==> src/rtl/adcm_regs.vh <==
/*
 * register map, field positions, codes and reset values of the converter
 * control block; the rule summary of the block stands below.
 * assumes a 16-bit register port with a 5-bit word address.
 */
//
// Overview of operation
// plain differential: any pin positive, negative only from pins 0 to 3.
// gained differential: any pin positive, negative only from pins 4 to 7.
// software must use signed mode for any differential channel.
// gain stage offers 1x, 2x, 4x, 8x, 16x, 32x and 64x.
// gained path samples and amplifies first, then feeds the converter.
// single-ended takes any pin, in signed and unsigned mode.
// signed single-ended ties the negative input to internal ground.
// unsigned mode ties the negative input to half reference minus offset.
// internal sources: temperature, bandgap, supply/10, dac, pad and internal ground.
// software must enable an internal source before converting it.
// differential negative choice also offers pad ground and internal ground.
// internal signals in signed mode use internal ground as negative.
// four channels, each with own control, result, event, interrupt, dma.
// one shared pipeline accepts a new start every converter clock; the code takes no start on the converter clock after a gained start.
// a result register changes only on its own channel's conversions.
// reference from 1.00 V bandgap, supply/1.6, or either port pin.
// signed or unsigned is one global setting for all channels.
// signed 12-bit results span 0xF800 to 0x07FF.
// unsigned 12-bit results span 0x0000 to 0x0FFF.
// resolution is 8 or 12 bits; 8 bits finish sooner.
// 16-bit results, right adjusted; 12-bit may be left adjusted.
// signed results sign-extend from bit 11 or bit 7.
// channel selection is frozen when its conversion starts.
`ifndef ADCM_REGS_VH
`define ADCM_REGS_VH
// word addresses
`define ADCM_A_CTRL      5'h00
`define ADCM_A_PRESC     5'h01
`define ADCM_A_START     5'h02
`define ADCM_A_STATUS    5'h03
`define ADCM_A_CHCTRL0   5'h04
`define ADCM_A_CHMUX0    5'h05
`define ADCM_A_RES0      5'h0C
// global control fields
`define ADCM_CTRL_EN     0
`define ADCM_CTRL_SIGNED 1
`define ADCM_CTRL_RES8   2
`define ADCM_CTRL_LEFT   3
`define ADCM_CTRL_REF    4
`define ADCM_CTRL_RST    8'h00
`define ADCM_PRESC_RST   3'h0
`define ADCM_DIV_BASE    10'h004
// channel input modes
`define ADCM_MODE_INT    2'h0
`define ADCM_MODE_SE     2'h1
`define ADCM_MODE_DIFF   2'h2
`define ADCM_MODE_DIFFG  2'h3
`define ADCM_GAIN_MAX    3'h6
// negative field of a channel: 0..3 pin in group, then grounds
`define ADCM_NEG_PADGND  3'h4
`define ADCM_NEG_INTGND  3'h5
// negative select toward the analogue mux
`define ADCM_NSEL_GRP_HI 4'h4
`define ADCM_NSEL_PADGND 4'h8
`define ADCM_NSEL_INTGND 4'h9
`define ADCM_NSEL_HALFREF 4'hA
// positive select: pins 0..15, internal sources from 0x10
`define ADCM_PSEL_INT    5'h10
`define ADCM_INT_MAX     3'h5
`endif

==> src/rtl/adcm_fmt.v <==
/*
 * packs a raw converter code into a 16-bit result word.
 * assumes the raw code is two's complement in signed mode, plain binary
 * otherwise, with an 8-bit code in the low bits.
 */
`timescale 1ns/10ps
module adcm_fmt (
   input  wire [11:0] i_raw,
   input  wire        i_signed,
   input  wire        i_res8,
   input  wire        i_left,
   output reg  [15:0] o_word
);
   // adjust and extend; left adjust only means something at 12 bits
   always @* begin
      if (i_res8) begin
         if (i_signed) begin
            o_word = {{8{i_raw[7]}}, i_raw[7:0]};
         end else begin
            o_word = {8'h00, i_raw[7:0]};
         end
      end else if (i_left) begin
         o_word = {i_raw, 4'h0};
      end else if (i_signed) begin
         o_word = {{4{i_raw[11]}}, i_raw};
      end else begin
         o_word = {4'h0, i_raw};
      end
   end
endmodule

==> src/rtl/adcm_chan.v <==
/*
 * one conversion channel: input selection, start request, frozen
 * conversion settings, result register and completion flags.
 * assumes strobes decoded by the owning block, one cycle each.
 */
`timescale 1ns/10ps
`include "adcm_regs.vh"
module adcm_chan (
   input  wire        i_clk,
   input  wire        i_rst,
   input  wire        i_wr_ctrl,
   input  wire        i_wr_mux,
   input  wire [7:0]  i_wdata,
   input  wire        i_start,
   input  wire        i_accept,
   input  wire        i_done,
   input  wire [15:0] i_res,
   input  wire        i_rd_res,
   input  wire        i_clr_flag,
   input  wire [2:0]  i_cfg,
   output reg  [1:0]  o_mode,
   output reg  [2:0]  o_gain,
   output reg  [3:0]  o_pos,
   output reg  [2:0]  o_neg,
   output reg         o_pending,
   output reg         o_busy,
   output reg         o_flag,
   output reg         o_dma,
   output reg  [2:0]  o_snap,
   output reg  [15:0] o_result
);
   // control, start bookkeeping and result; set beats clear on flags
   always @(posedge i_clk) begin
      if (i_rst) begin
         o_mode    <= `ADCM_MODE_INT;
         o_gain    <= 3'h0;
         o_pos     <= 4'h0;
         o_neg     <= 3'h0;
         o_pending <= 1'b0;
         o_busy    <= 1'b0;
         o_flag    <= 1'b0;
         o_dma     <= 1'b0;
         o_snap    <= 3'h0;
         o_result  <= 16'h0000;
      end else begin
         if (i_wr_ctrl) begin
            o_mode <= i_wdata[1:0];
            // codes above 64x fold onto the top gain
            o_gain <= (i_wdata[4:2] > `ADCM_GAIN_MAX) ? `ADCM_GAIN_MAX : i_wdata[4:2];
         end
         if (i_wr_mux) begin
            o_pos <= i_wdata[3:0];
            o_neg <= i_wdata[6:4];
         end
         o_pending <= (o_pending & ~i_accept) | i_start;
         if (i_accept) begin
            o_snap <= i_cfg;
         end
         o_busy <= (o_busy & ~i_done) | i_accept;
         if (i_done) begin
            o_result <= i_res;
         end
         o_flag <= i_done | (o_flag & ~i_clr_flag);
         o_dma  <= i_done | (o_dma & ~i_rd_res);
      end
   end
endmodule

==> src/rtl/adcm_top.v <==
/*
 * control side of a pipelined 12-bit converter with four channels:
 * register port, converter clock prescaler, start arbitration onto the
 * shared pipeline, analogue mux and gain selection, result packing.
 * assumes the converter core returns each finished code with the channel
 * number it was started for, one finished code per reference clock.
 */
// The plain strobed port and the address map are this design's own decisions.
`timescale 1ns/10ps
`include "adcm_regs.vh"
module adcm_top (
   input  wire        i_ref_clk,
   input  wire        i_rst,
   input  wire [4:0]  i_addr,
   input  wire [15:0] i_wdata,
   input  wire        i_wr,
   input  wire        i_rd,
   output reg  [15:0] o_rdata,
   input  wire [3:0]  i_chan_trig,
   input  wire        i_core_done,
   input  wire [1:0]  i_core_chan,
   input  wire [11:0] i_core_data,
   output reg         o_core_en,
   output reg         o_conv_tick,
   output reg         o_start,
   output reg  [1:0]  o_start_chan,
   output reg  [4:0]  o_pos_sel,
   output reg  [3:0]  o_neg_sel,
   output reg         o_gain_en,
   output reg  [2:0]  o_gain_sel,
   output reg         o_res8,
   output reg         o_signed_mode,
   output reg  [1:0]  o_ref_sel,
   output reg  [3:0]  o_chan_event,
   output reg  [3:0]  o_chan_irq,
   output reg  [3:0]  o_chan_dma
);
   reg  [7:0]  ctrl_reg;
   reg  [2:0]  presc_reg;
   reg  [9:0]  div_cnt_reg;
   reg  [9:0]  div_cnt_next;
   reg         tick_next;
   reg         gain_hold_reg;
   reg  [15:0] rdata_next;
   reg  [1:0]  grant_chan;
   reg         grant_any;
   reg  [3:0]  accept_vec;
   reg  [4:0]  pos_next;
   reg  [3:0]  neg_next;
   reg  [15:0] res_word_in;
   reg  [2:0]  done_cfg;
   reg  [1:0]  rd_ch;
   wire [9:0]  div_lim;
   wire [3:0]  wr_ctrl_vec;
   wire [3:0]  wr_mux_vec;
   wire [3:0]  rd_res_vec;
   wire [3:0]  clr_vec;
   wire [3:0]  start_vec;
   wire [3:0]  done_vec;
   wire [7:0]  ch_mode;
   wire [11:0] ch_gain;
   wire [15:0] ch_pos;
   wire [11:0] ch_neg;
   wire [3:0]  ch_pend;
   wire [3:0]  ch_busy;
   wire [3:0]  ch_flag;
   wire [3:0]  ch_dma;
   wire [11:0] ch_snap;
   wire [63:0] ch_result;
   wire [2:0]  glb_cfg;
   wire        sw_start;
   wire [15:0] res_word;
   genvar      g;

   // signed, 8-bit and left-adjust as one snapshot per conversion
   assign glb_cfg  = {ctrl_reg[`ADCM_CTRL_SIGNED], ctrl_reg[`ADCM_CTRL_RES8], ctrl_reg[`ADCM_CTRL_LEFT]};
   assign sw_start = i_wr & (i_addr == `ADCM_A_START);
   assign clr_vec  = (i_wr & (i_addr == `ADCM_A_STATUS)) ? i_wdata[3:0] : 4'h0;
   // software start bits and external triggers both queue a request
   assign start_vec = (sw_start ? i_wdata[3:0] : 4'h0) | i_chan_trig;
   // the core tags each finished code, so only that channel updates
   assign done_vec = i_core_done ? (4'h1 << i_core_chan) : 4'h0;
   // converter clock divides the reference clock by 4 << prescale
   assign div_lim = (`ADCM_DIV_BASE << presc_reg) - 10'h001;

   // per-channel register strobes
   generate
      for (g = 0; g < 4; g = g + 1) begin : gen_dec
         assign wr_ctrl_vec[g] = i_wr & (i_addr == `ADCM_A_CHCTRL0 + 2 * g);
         assign wr_mux_vec[g]  = i_wr & (i_addr == `ADCM_A_CHMUX0 + 2 * g);
         assign rd_res_vec[g]  = i_rd & (i_addr == `ADCM_A_RES0 + g);
      end
   endgenerate

   // four identical channels share the pipeline below
   generate
      for (g = 0; g < 4; g = g + 1) begin : gen_ch
         adcm_chan u_chan (
            .i_clk      (i_ref_clk),
            .i_rst      (i_rst),
            .i_wr_ctrl  (wr_ctrl_vec[g]),
            .i_wr_mux   (wr_mux_vec[g]),
            .i_wdata    (i_wdata[7:0]),
            .i_start    (start_vec[g]),
            .i_accept   (accept_vec[g]),
            .i_done     (done_vec[g]),
            .i_res      (res_word),
            .i_rd_res   (rd_res_vec[g]),
            .i_clr_flag (clr_vec[g]),
            .i_cfg      (glb_cfg),
            .o_mode     (ch_mode[2*g+1:2*g]),
            .o_gain     (ch_gain[3*g+2:3*g]),
            .o_pos      (ch_pos[4*g+3:4*g]),
            .o_neg      (ch_neg[3*g+2:3*g]),
            .o_pending  (ch_pend[g]),
            .o_busy     (ch_busy[g]),
            .o_flag     (ch_flag[g]),
            .o_dma      (ch_dma[g]),
            .o_snap     (ch_snap[3*g+2:3*g]),
            .o_result   (ch_result[16*g+15:16*g])
         );
      end
   endgenerate

   // settings frozen at start of the finishing channel pick the packing
   always @* begin
      done_cfg = ch_snap[3*i_core_chan +: 3];
   end

   adcm_fmt u_fmt (
      .i_raw    (i_core_data),
      .i_signed (done_cfg[2]),
      .i_res8   (done_cfg[1]),
      .i_left   (done_cfg[0]),
      .o_word   (res_word)
   );

   // converter clock prescaler
   always @* begin
      tick_next    = 1'b0;
      div_cnt_next = div_cnt_reg + 10'h001;
      if (!ctrl_reg[`ADCM_CTRL_EN]) begin
         div_cnt_next = 10'h000;
      end else if (div_cnt_reg >= div_lim) begin
         div_cnt_next = 10'h000;
         tick_next    = 1'b1;
      end
   end

   // lowest pending idle channel wins; a gained start holds the sampler
   // one more converter clock, so nothing else may start on that tick
   always @* begin
      grant_any  = 1'b0;
      grant_chan = 2'h0;
      accept_vec = 4'h0;
      if (tick_next && !gain_hold_reg) begin
         if (ch_pend[0] && !ch_busy[0]) begin
            grant_any  = 1'b1;
            grant_chan = 2'h0;
         end else if (ch_pend[1] && !ch_busy[1]) begin
            grant_any  = 1'b1;
            grant_chan = 2'h1;
         end else if (ch_pend[2] && !ch_busy[2]) begin
            grant_any  = 1'b1;
            grant_chan = 2'h2;
         end else if (ch_pend[3] && !ch_busy[3]) begin
            grant_any  = 1'b1;
            grant_chan = 2'h3;
         end
      end
      if (grant_any) begin
         accept_vec = 4'h1 << grant_chan;
      end
   end

   // analogue mux selection for the granted channel
   always @* begin
      pos_next = {1'b0, ch_pos[4*grant_chan +: 4]};
      neg_next = `ADCM_NSEL_INTGND;
      case (ch_mode[2*grant_chan +: 2])
         `ADCM_MODE_DIFF: begin
            pos_next = {1'b0, ch_pos[4*grant_chan +: 4]};
            if (ch_neg[3*grant_chan +: 3] == `ADCM_NEG_PADGND) begin
               neg_next = `ADCM_NSEL_PADGND;
            end else if (ch_neg[3*grant_chan +: 3] == `ADCM_NEG_INTGND) begin
               neg_next = `ADCM_NSEL_INTGND;
            end else begin
               // only pins 0..3; higher codes fall back to ground
               neg_next = {2'b00, ch_neg[3*grant_chan +: 2]};
               if (ch_neg[3*grant_chan + 2]) begin
                  neg_next = `ADCM_NSEL_INTGND;
               end
            end
         end
         `ADCM_MODE_DIFFG: begin
            if (ch_neg[3*grant_chan +: 3] == `ADCM_NEG_PADGND) begin
               neg_next = `ADCM_NSEL_PADGND;
            end else if (ch_neg[3*grant_chan +: 3] == `ADCM_NEG_INTGND) begin
               neg_next = `ADCM_NSEL_INTGND;
            end else if (ch_neg[3*grant_chan + 2]) begin
               neg_next = `ADCM_NSEL_INTGND;
            end else begin
               // the gained path reaches pins 4..7 only
               neg_next = `ADCM_NSEL_GRP_HI | {2'b00, ch_neg[3*grant_chan +: 2]};
            end
         end
         `ADCM_MODE_SE: begin
            if (ctrl_reg[`ADCM_CTRL_SIGNED]) begin
               neg_next = `ADCM_NSEL_INTGND;
            end else begin
               neg_next = `ADCM_NSEL_HALFREF;
            end
         end
         `ADCM_MODE_INT: begin
            // out-of-range internal codes read internal ground
            if (ch_pos[4*grant_chan +: 4] > {1'b0, `ADCM_INT_MAX}) begin
               pos_next = `ADCM_PSEL_INT | {2'b00, `ADCM_INT_MAX};
            end else begin
               pos_next = `ADCM_PSEL_INT | {1'b0, ch_pos[4*grant_chan +: 4]};
            end
            if (ctrl_reg[`ADCM_CTRL_SIGNED]) begin
               neg_next = `ADCM_NSEL_INTGND;
            end else begin
               neg_next = `ADCM_NSEL_HALFREF;
            end
         end
         default: begin
            neg_next = `ADCM_NSEL_INTGND;
         end
      endcase
   end

   // global control and prescaler registers
   always @(posedge i_ref_clk) begin
      if (i_rst) begin
         ctrl_reg  <= `ADCM_CTRL_RST;
         presc_reg <= `ADCM_PRESC_RST;
      end else if (i_wr) begin
         if (i_addr == `ADCM_A_CTRL) begin
            ctrl_reg <= i_wdata[7:0];
         end
         if (i_addr == `ADCM_A_PRESC) begin
            presc_reg <= i_wdata[2:0];
         end
      end
   end

   // prescaler state and gain-stage hold
   always @(posedge i_ref_clk) begin
      if (i_rst) begin
         div_cnt_reg   <= 10'h000;
         gain_hold_reg <= 1'b0;
         o_conv_tick   <= 1'b0;
      end else begin
         div_cnt_reg <= div_cnt_next;
         o_conv_tick <= tick_next;
         if (tick_next) begin
            // the gain stage eats one converter clock before the sample
            gain_hold_reg <= grant_any && (ch_mode[2*grant_chan +: 2] == `ADCM_MODE_DIFFG);
         end
      end
   end

   // start command and frozen selection toward the analogue side
   always @(posedge i_ref_clk) begin
      if (i_rst) begin
         o_start       <= 1'b0;
         o_start_chan  <= 2'h0;
         o_pos_sel     <= 5'h00;
         o_neg_sel     <= `ADCM_NSEL_INTGND;
         o_gain_en     <= 1'b0;
         o_gain_sel    <= 3'h0;
         o_res8        <= 1'b0;
         o_signed_mode <= 1'b0;
         o_ref_sel     <= 2'h0;
         o_core_en     <= 1'b0;
      end else begin
         o_start       <= grant_any;
         o_core_en     <= ctrl_reg[`ADCM_CTRL_EN];
         o_signed_mode <= ctrl_reg[`ADCM_CTRL_SIGNED];
         o_ref_sel     <= ctrl_reg[`ADCM_CTRL_REF +: 2];
         // held until the next start so the core sees a steady selection
         if (grant_any) begin
            o_start_chan <= grant_chan;
            o_pos_sel    <= pos_next;
            o_neg_sel    <= neg_next;
            o_gain_en    <= (ch_mode[2*grant_chan +: 2] == `ADCM_MODE_DIFFG);
            o_gain_sel   <= ch_gain[3*grant_chan +: 3];
            o_res8       <= ctrl_reg[`ADCM_CTRL_RES8];
         end
      end
   end

   // per-channel event pulse, interrupt and dma levels
   always @(posedge i_ref_clk) begin
      if (i_rst) begin
         o_chan_event <= 4'h0;
         o_chan_irq   <= 4'h0;
         o_chan_dma   <= 4'h0;
      end else begin
         o_chan_event <= done_vec;
         o_chan_irq   <= ch_flag;
         o_chan_dma   <= ch_dma;
      end
   end

   // read data mux; unmapped words read zero
   always @* begin
      rdata_next  = 16'h0000;
      res_word_in = 16'h0000;
      // control pairs start at word 4, so pair index 2 is channel 0
      rd_ch       = i_addr[2:1] - 2'h2;
      case (i_addr)
         `ADCM_A_CTRL:   rdata_next = {8'h00, ctrl_reg};
         `ADCM_A_PRESC:  rdata_next = {13'h0000, presc_reg};
         `ADCM_A_START:  rdata_next = {12'h000, ch_pend};
         `ADCM_A_STATUS: rdata_next = {8'h00, ch_busy, ch_flag};
         default: begin
            if (i_addr >= `ADCM_A_RES0 && i_addr <= `ADCM_A_RES0 + 5'h03) begin
               rdata_next = ch_result[16*i_addr[1:0] +: 16];
            end else if (i_addr >= `ADCM_A_CHCTRL0 && i_addr < `ADCM_A_RES0) begin
               if (i_addr[0]) begin
                  res_word_in = {9'h000, ch_neg[3*rd_ch +: 3], ch_pos[4*rd_ch +: 4]};
               end else begin
                  res_word_in = {11'h000, ch_gain[3*rd_ch +: 3], ch_mode[2*rd_ch +: 2]};
               end
               rdata_next = res_word_in;
            end
         end
      endcase
   end

   // read data register, valid the cycle after the read strobe only
   always @(posedge i_ref_clk) begin
      if (i_rst) begin
         o_rdata <= 16'h0000;
      end else if (i_rd) begin
         o_rdata <= rdata_next;
      end else begin
         o_rdata <= 16'h0000;
      end
   end
endmodule

==> config.mk <==
export PLATFORM = sky130hd
export DESIGN_NAME = adcm_top
export DESIGN_NICKNAME = d
export VERILOG_FILES = /design/src/rtl/adcm_fmt.v /design/src/rtl/adcm_chan.v /design/src/rtl/adcm_top.v
export VERILOG_INCLUDE_DIRS = /design/src /design/src/rtl
export SDC_FILE = /design/constraint.sdc
export NUM_CORES = 1
export LEC_CHECK = 0
export BUFFER_PORTS_ARGS = -buffer_cell sky130_fd_sc_hd__buf_2
export CORE_UTILIZATION = 40
export CTS_CLUSTER_DIAMETER = 120
export DETAILED_ROUTE_END_ITERATION = 6
export PLACE_DENSITY_LB_ADDON = 0.08
export SLEW_MARGIN = 10
export SYNTH_ARGS = -nofsm -noshare
export SYNTH_HDL_FRONTEND = slang
export SYNTH_SLANG_ARGS = --single-unit
==> constraint.sdc <==
create_clock -name i_ref_clk -period 5.78 [get_ports i_ref_clk]
set_clock_uncertainty 0.05 [all_clocks]
set_input_delay 0.578 -clock i_ref_clk [delete_from_list [all_inputs] [get_ports i_ref_clk]]
set_output_delay 0.578 -clock i_ref_clk [all_outputs]
set_load 0.01 [all_outputs]
==> results.md <==
Status:
- The flow ran to the end, and the final reports show no timing, DRC or antenna violations.

Global route:
- The pin count of the biggest net entering global routing is 81.
- The remaining global-route overflow is 0.
- For this run, global-route usage on met1 was measured as 0.338.
- For this run, global-route usage on met2 was measured as 0.322.
- After global routing, the most crowded layer is met1.
- For this run, global-route usage on met3 was measured as 0.0408.
- The initial antenna violation count was 1.
- The wire length of the first global-routing pass is 41600 µm.
- In the global route stage, overall resource usage came out at 0.222.
- The via count of the first global-routing pass is 7136.

Power:
- The internal portion of the total power is 2.47 mW.
- For this design the ratio of total power to cell area is 297 nW/µm².
- Summed over all nets, the switching power comes to roughly 0.76 mW.
- The share of total power dissipated in the clock network is 0.468.
- The leakage power is 4.25 nW.
- The share of total power dissipated in sequential elements is 0.467.
- The portion of total power attributed to combinational logic is 0.065.
- The proportion of total power due to net switching is 0.236.
- Across the VDD grid, the largest voltage drop is 0.000229 V.

STA:
- The final count of pins violating max slew is 0.
- Setup total negative slack on the finished layout was measured at 0 ns.
- The worst max-slew margin expressed relative to the limit is 0.230.
- Setup violations remaining at the end of the flow were counted as 0.
- At the pin with the least slew margin, the transition time is 1.15 ns.
- The highest clock rate is 249 MHz.
- Setup repair after global routing left no endpoint under its margin.
- The total count of hold-check failures in the final report came to 0.
- Subtracting the final worst setup slack from the clock period gives 4.02 ns.
- In the finished design, the share of the clock period the worst path needs comes to 0.695.

Clock tree:
- The number of gates given a new drive strength after cts is 0.
- TritonCTS built the clock tree.
- The later pin in the worst-skew pair is clocked with a latency of approximately 0.53 ns.
- Clock-pin slew was measured on the worst setup and hold paths at 0.06 ns.
- Clock tree synthesis selected as its root buffer the cell clkbuf_16.
- The hold-fix buffer count after cts is 0.
- The clock sink count is around 210.
- CTS built an H-tree with a depth of 1.
- Counting along the longest clock path gives a buffer depth of 3.
- Clock tree synthesis inserted a total of 25 buffers.
- The total setup buffers inserted after CTS is 0.

Flow run:
- The count of maximum capacitance violations is 0.

Synth:
- The Yosys step of the flow raised 0 warnings.
- Of all flip-flops after synthesis, the portion carrying an async set or reset was 0.
- Of the synthesized area, sequential elements account for 0.448.
- The post-synthesis share of cell area spent on xor and xnor gates is 0.00833.
- After synthesis the netlist holds a flip-flop and latch count of 212.
- Of the total synthesized cell area, the portion taken by full adders, half adders and majority gates is 0.0185.
- The synthesized area divided by synthesized cell count is 9.36 µm².
- In the synthesized netlist the dominant register cell turns out to be dfxtp_1.
- The proportion of synthesized area in mux cells is 0.166.
- The number of nets in the synthesized netlist is ~1100.
- The dominant combinational cell family by area after synthesis is simple AND/OR/NAND/NOR gates.
- The area fraction in compound gates after synthesis was 0.139.
- The synthesized instance count is 1011.
- The synthesized design contains 0 enable-type register cells.
- After synthesis the cells add up to about 9500 µm².
- The count of different cell masters after synthesis is 70.
- Of the total synthesized cell area, the portion taken by AND, OR, NAND and NOR gates is 0.189.

Setup path:
- The critical path in this run is classified as reg -> reg.
- The required time of the worst setup path is 6.15 ns.
- In this run the worst path has a maximum fanout of 14.
- The endpoint arrival time on the critical path is 4.39 ns.
- The category of the worst setup path launch point is a flop.
- In this run the worst setup path begins at presc_reg[2].
- The origin of the critical flop-to-flop path is presc_reg[2].
- The worst setup path is captured at a flop.
- Across all register-to-register paths, the minimum setup slack is 1.76 ns.

Layout:
- The repair_antennas step left the layout with diodes totalling 0.
- The fraction of layout cells with a size suffix above 1 is 0.182.
- The register with the most flip-flops in the layout has 64 of them.
- Relative to the synthesized area, the layout overhead comes to 15.2%.
- In the final layout, the registers with the most flip-flops are gen_ch.u_chan.o_result x64, gen_ch.u_chan.o_pos x16, o_rdata x16.
- Ranked by flip-flop count, first place goes to gen_ch.u_chan.o_result.
- The post-route cell area is 10900 µm².
- The library cell used most frequently in the layout, excluding fill and tap cells, is dfxtp_1.
- The top cell types in the final layout, fill and taps aside, are dfxtp_1, nor2_1, nand2_1.
- For this run, the post-layout net count is around 1100.

Floorplanning:
- The horizontal extent of the die is 156 µm.
- The initial utilization of the core area, before any placement, comes to 0.413.
- 94 I/O pins were placed.
- The die outline area is between 20000 and 25000 µm².
- The floorplan has 55 rows.
- The floorplan step defined a core boundary enclosing 22900 µm².
- The die is roughly 160 µm tall.

Route:
- In the final routed layout, each cell accounts on average for 19.1 µm.
- For this block, the routed nets add up to 26700 µm of wire.
- The number of vias after detailed routing is roughly 7600.
- The routed via count divided by cell count is 5.42.
- In this run the remaining antenna-violating nets after routing total 0.
- In the routed design, unresolved DRC markers number 0.
- The first routing iteration left ~620 violations.
- The first TritonRoute pass finished after 5 iterations.

Placed design:
- The final estimated routing congestion in global placement is 0.850.
- The count of input and output buffers is 85.
- In this run the cell area measured after placement is between 10000 and 15000 µm².
- After legalization and detailed placement, the total HPWL measured 18300 µm.

Min path:
- In this run the worst hold path is classified as in -> reg.
- The startpoint identified for the worst hold timing path is i_chan_trig[0].
[per-stage QoR]
| stage | instances | hold slack [ns] | setup slack [ns] | utilization | power, mW |
|---|---|---|---|---|---|
| 3_3_place_gp | 1353 | 0.390 | 1.82 | 0.441 | 1.75 |
| 5_1_grt | 1396 | 0.229 | 1.37 | 0.476 | 3.35 |
| 4_1_cts | 1396 | 0.211 | 1.75 | 0.476 | 3.27 |
| 6_report | 1396 | 0.226 | 1.76 | 0.476 | 3.24 |
| 3_5_place_dp | 1353 | 0.396 | 1.76 | 0.441 | 1.75 |
| 2_1_floorplan | 1011 | 0.376 | 1.88 | - | 1.68 |
[worst paths after layout]
kind / endpoint / depth (start not counted)
worst max-delay path: o_neg_sel[1] / 14
worst min-delay path: gen_ch[0].u_chan.o_pending / 3
worst max register to register: o_neg_sel[1] / 14
worst min register to register: o_gain_en / 2
[routing by layer]
metal / share of wire / wire length, µm
met1: 0.50 / 13500
met2: 0.42 / 11200
met3: 0.061 / 1620
met4: 0.017 / 446
met5: 0.00049 / 13
[layout make-up]
| type | instances | area, µm² |
|---|---|---|
| clock buffer | 36 | 717 |
| clock inverter | 7 | 70.1 |
| fill | 2174 | 12000 |
| inverter | 8 | 30.0 |
| multi-input combinational | 724 | 4940 |
| sequential | 212 | 4240 |
| tap | 313 | 392 |
| timing repair buffer | 96 | 510 |
[cells by family (layout without fill, tap and decap cells)]
group | count (synthesis) | count (layout)
simple gates | 395 | 395
buf+inv | 75 | 147
compound gates | 193 | 193
mux | 112 | 112
xor+xnor | 9 | 9
fa+ha+maj | 14 | 14
flops | 212 | 212
other cells | 1 | 1
[power by group through the flow]
| stage | logic [mW] | clock network (mW) | registers, mW |
|---|---|---|---|
| global route | 0.230 | 1.61 | 1.51 |
| finish | 0.211 | 1.52 | 1.51 |
| detailed placement | 0.209 | 0 | 1.54 |
| global placement | 0.209 | 0 | 1.54 |
| CTS | 0.210 | 1.55 | 1.51 |
| floorplan | 0.144 | 0 | 1.54 |
[critical path, cell delays in order, from the launching register on]
cell       delay, ns
dfxtp_1         0.53
nand3_1         0.13
ha_1            0.34
and4b_1         0.21
o2111ai_2       0.16
o21bai_2        0.25
nand2_4         0.14
inv_2           0.30
ha_1            0.36
a2111oi_0       0.42
nand3_1         0.14
o2111ai_1       0.14
o31ai_1         0.16
or3b_1          0.38
a211oi_1        0.19
[Yosys cell counts, types with 11 or more instances]
| library cell | n | area (µm²) |
|---|---|---|
| a211oi_1 | 44 | 330 |
| a21o_1 | 12 | 90.1 |
| a21oi_1 | 71 | 355 |
| clkbuf_1 | 54 | 203 |
| dfxtp_1 | 212 | 4240 |
| ha_1 | 14 | 175 |
| mux2i_1 | 67 | 671 |
| mux4_2 | 35 | 788 |
| nand2_1 | 121 | 454 |
| nand2b_1 | 11 | 68.8 |
| nand3_1 | 34 | 170 |
| nor2_1 | 152 | 571 |
| nor2b_1 | 31 | 194 |
| o21ai_0 | 13 | 65.1 |
(Power assumes the default switching activity.)
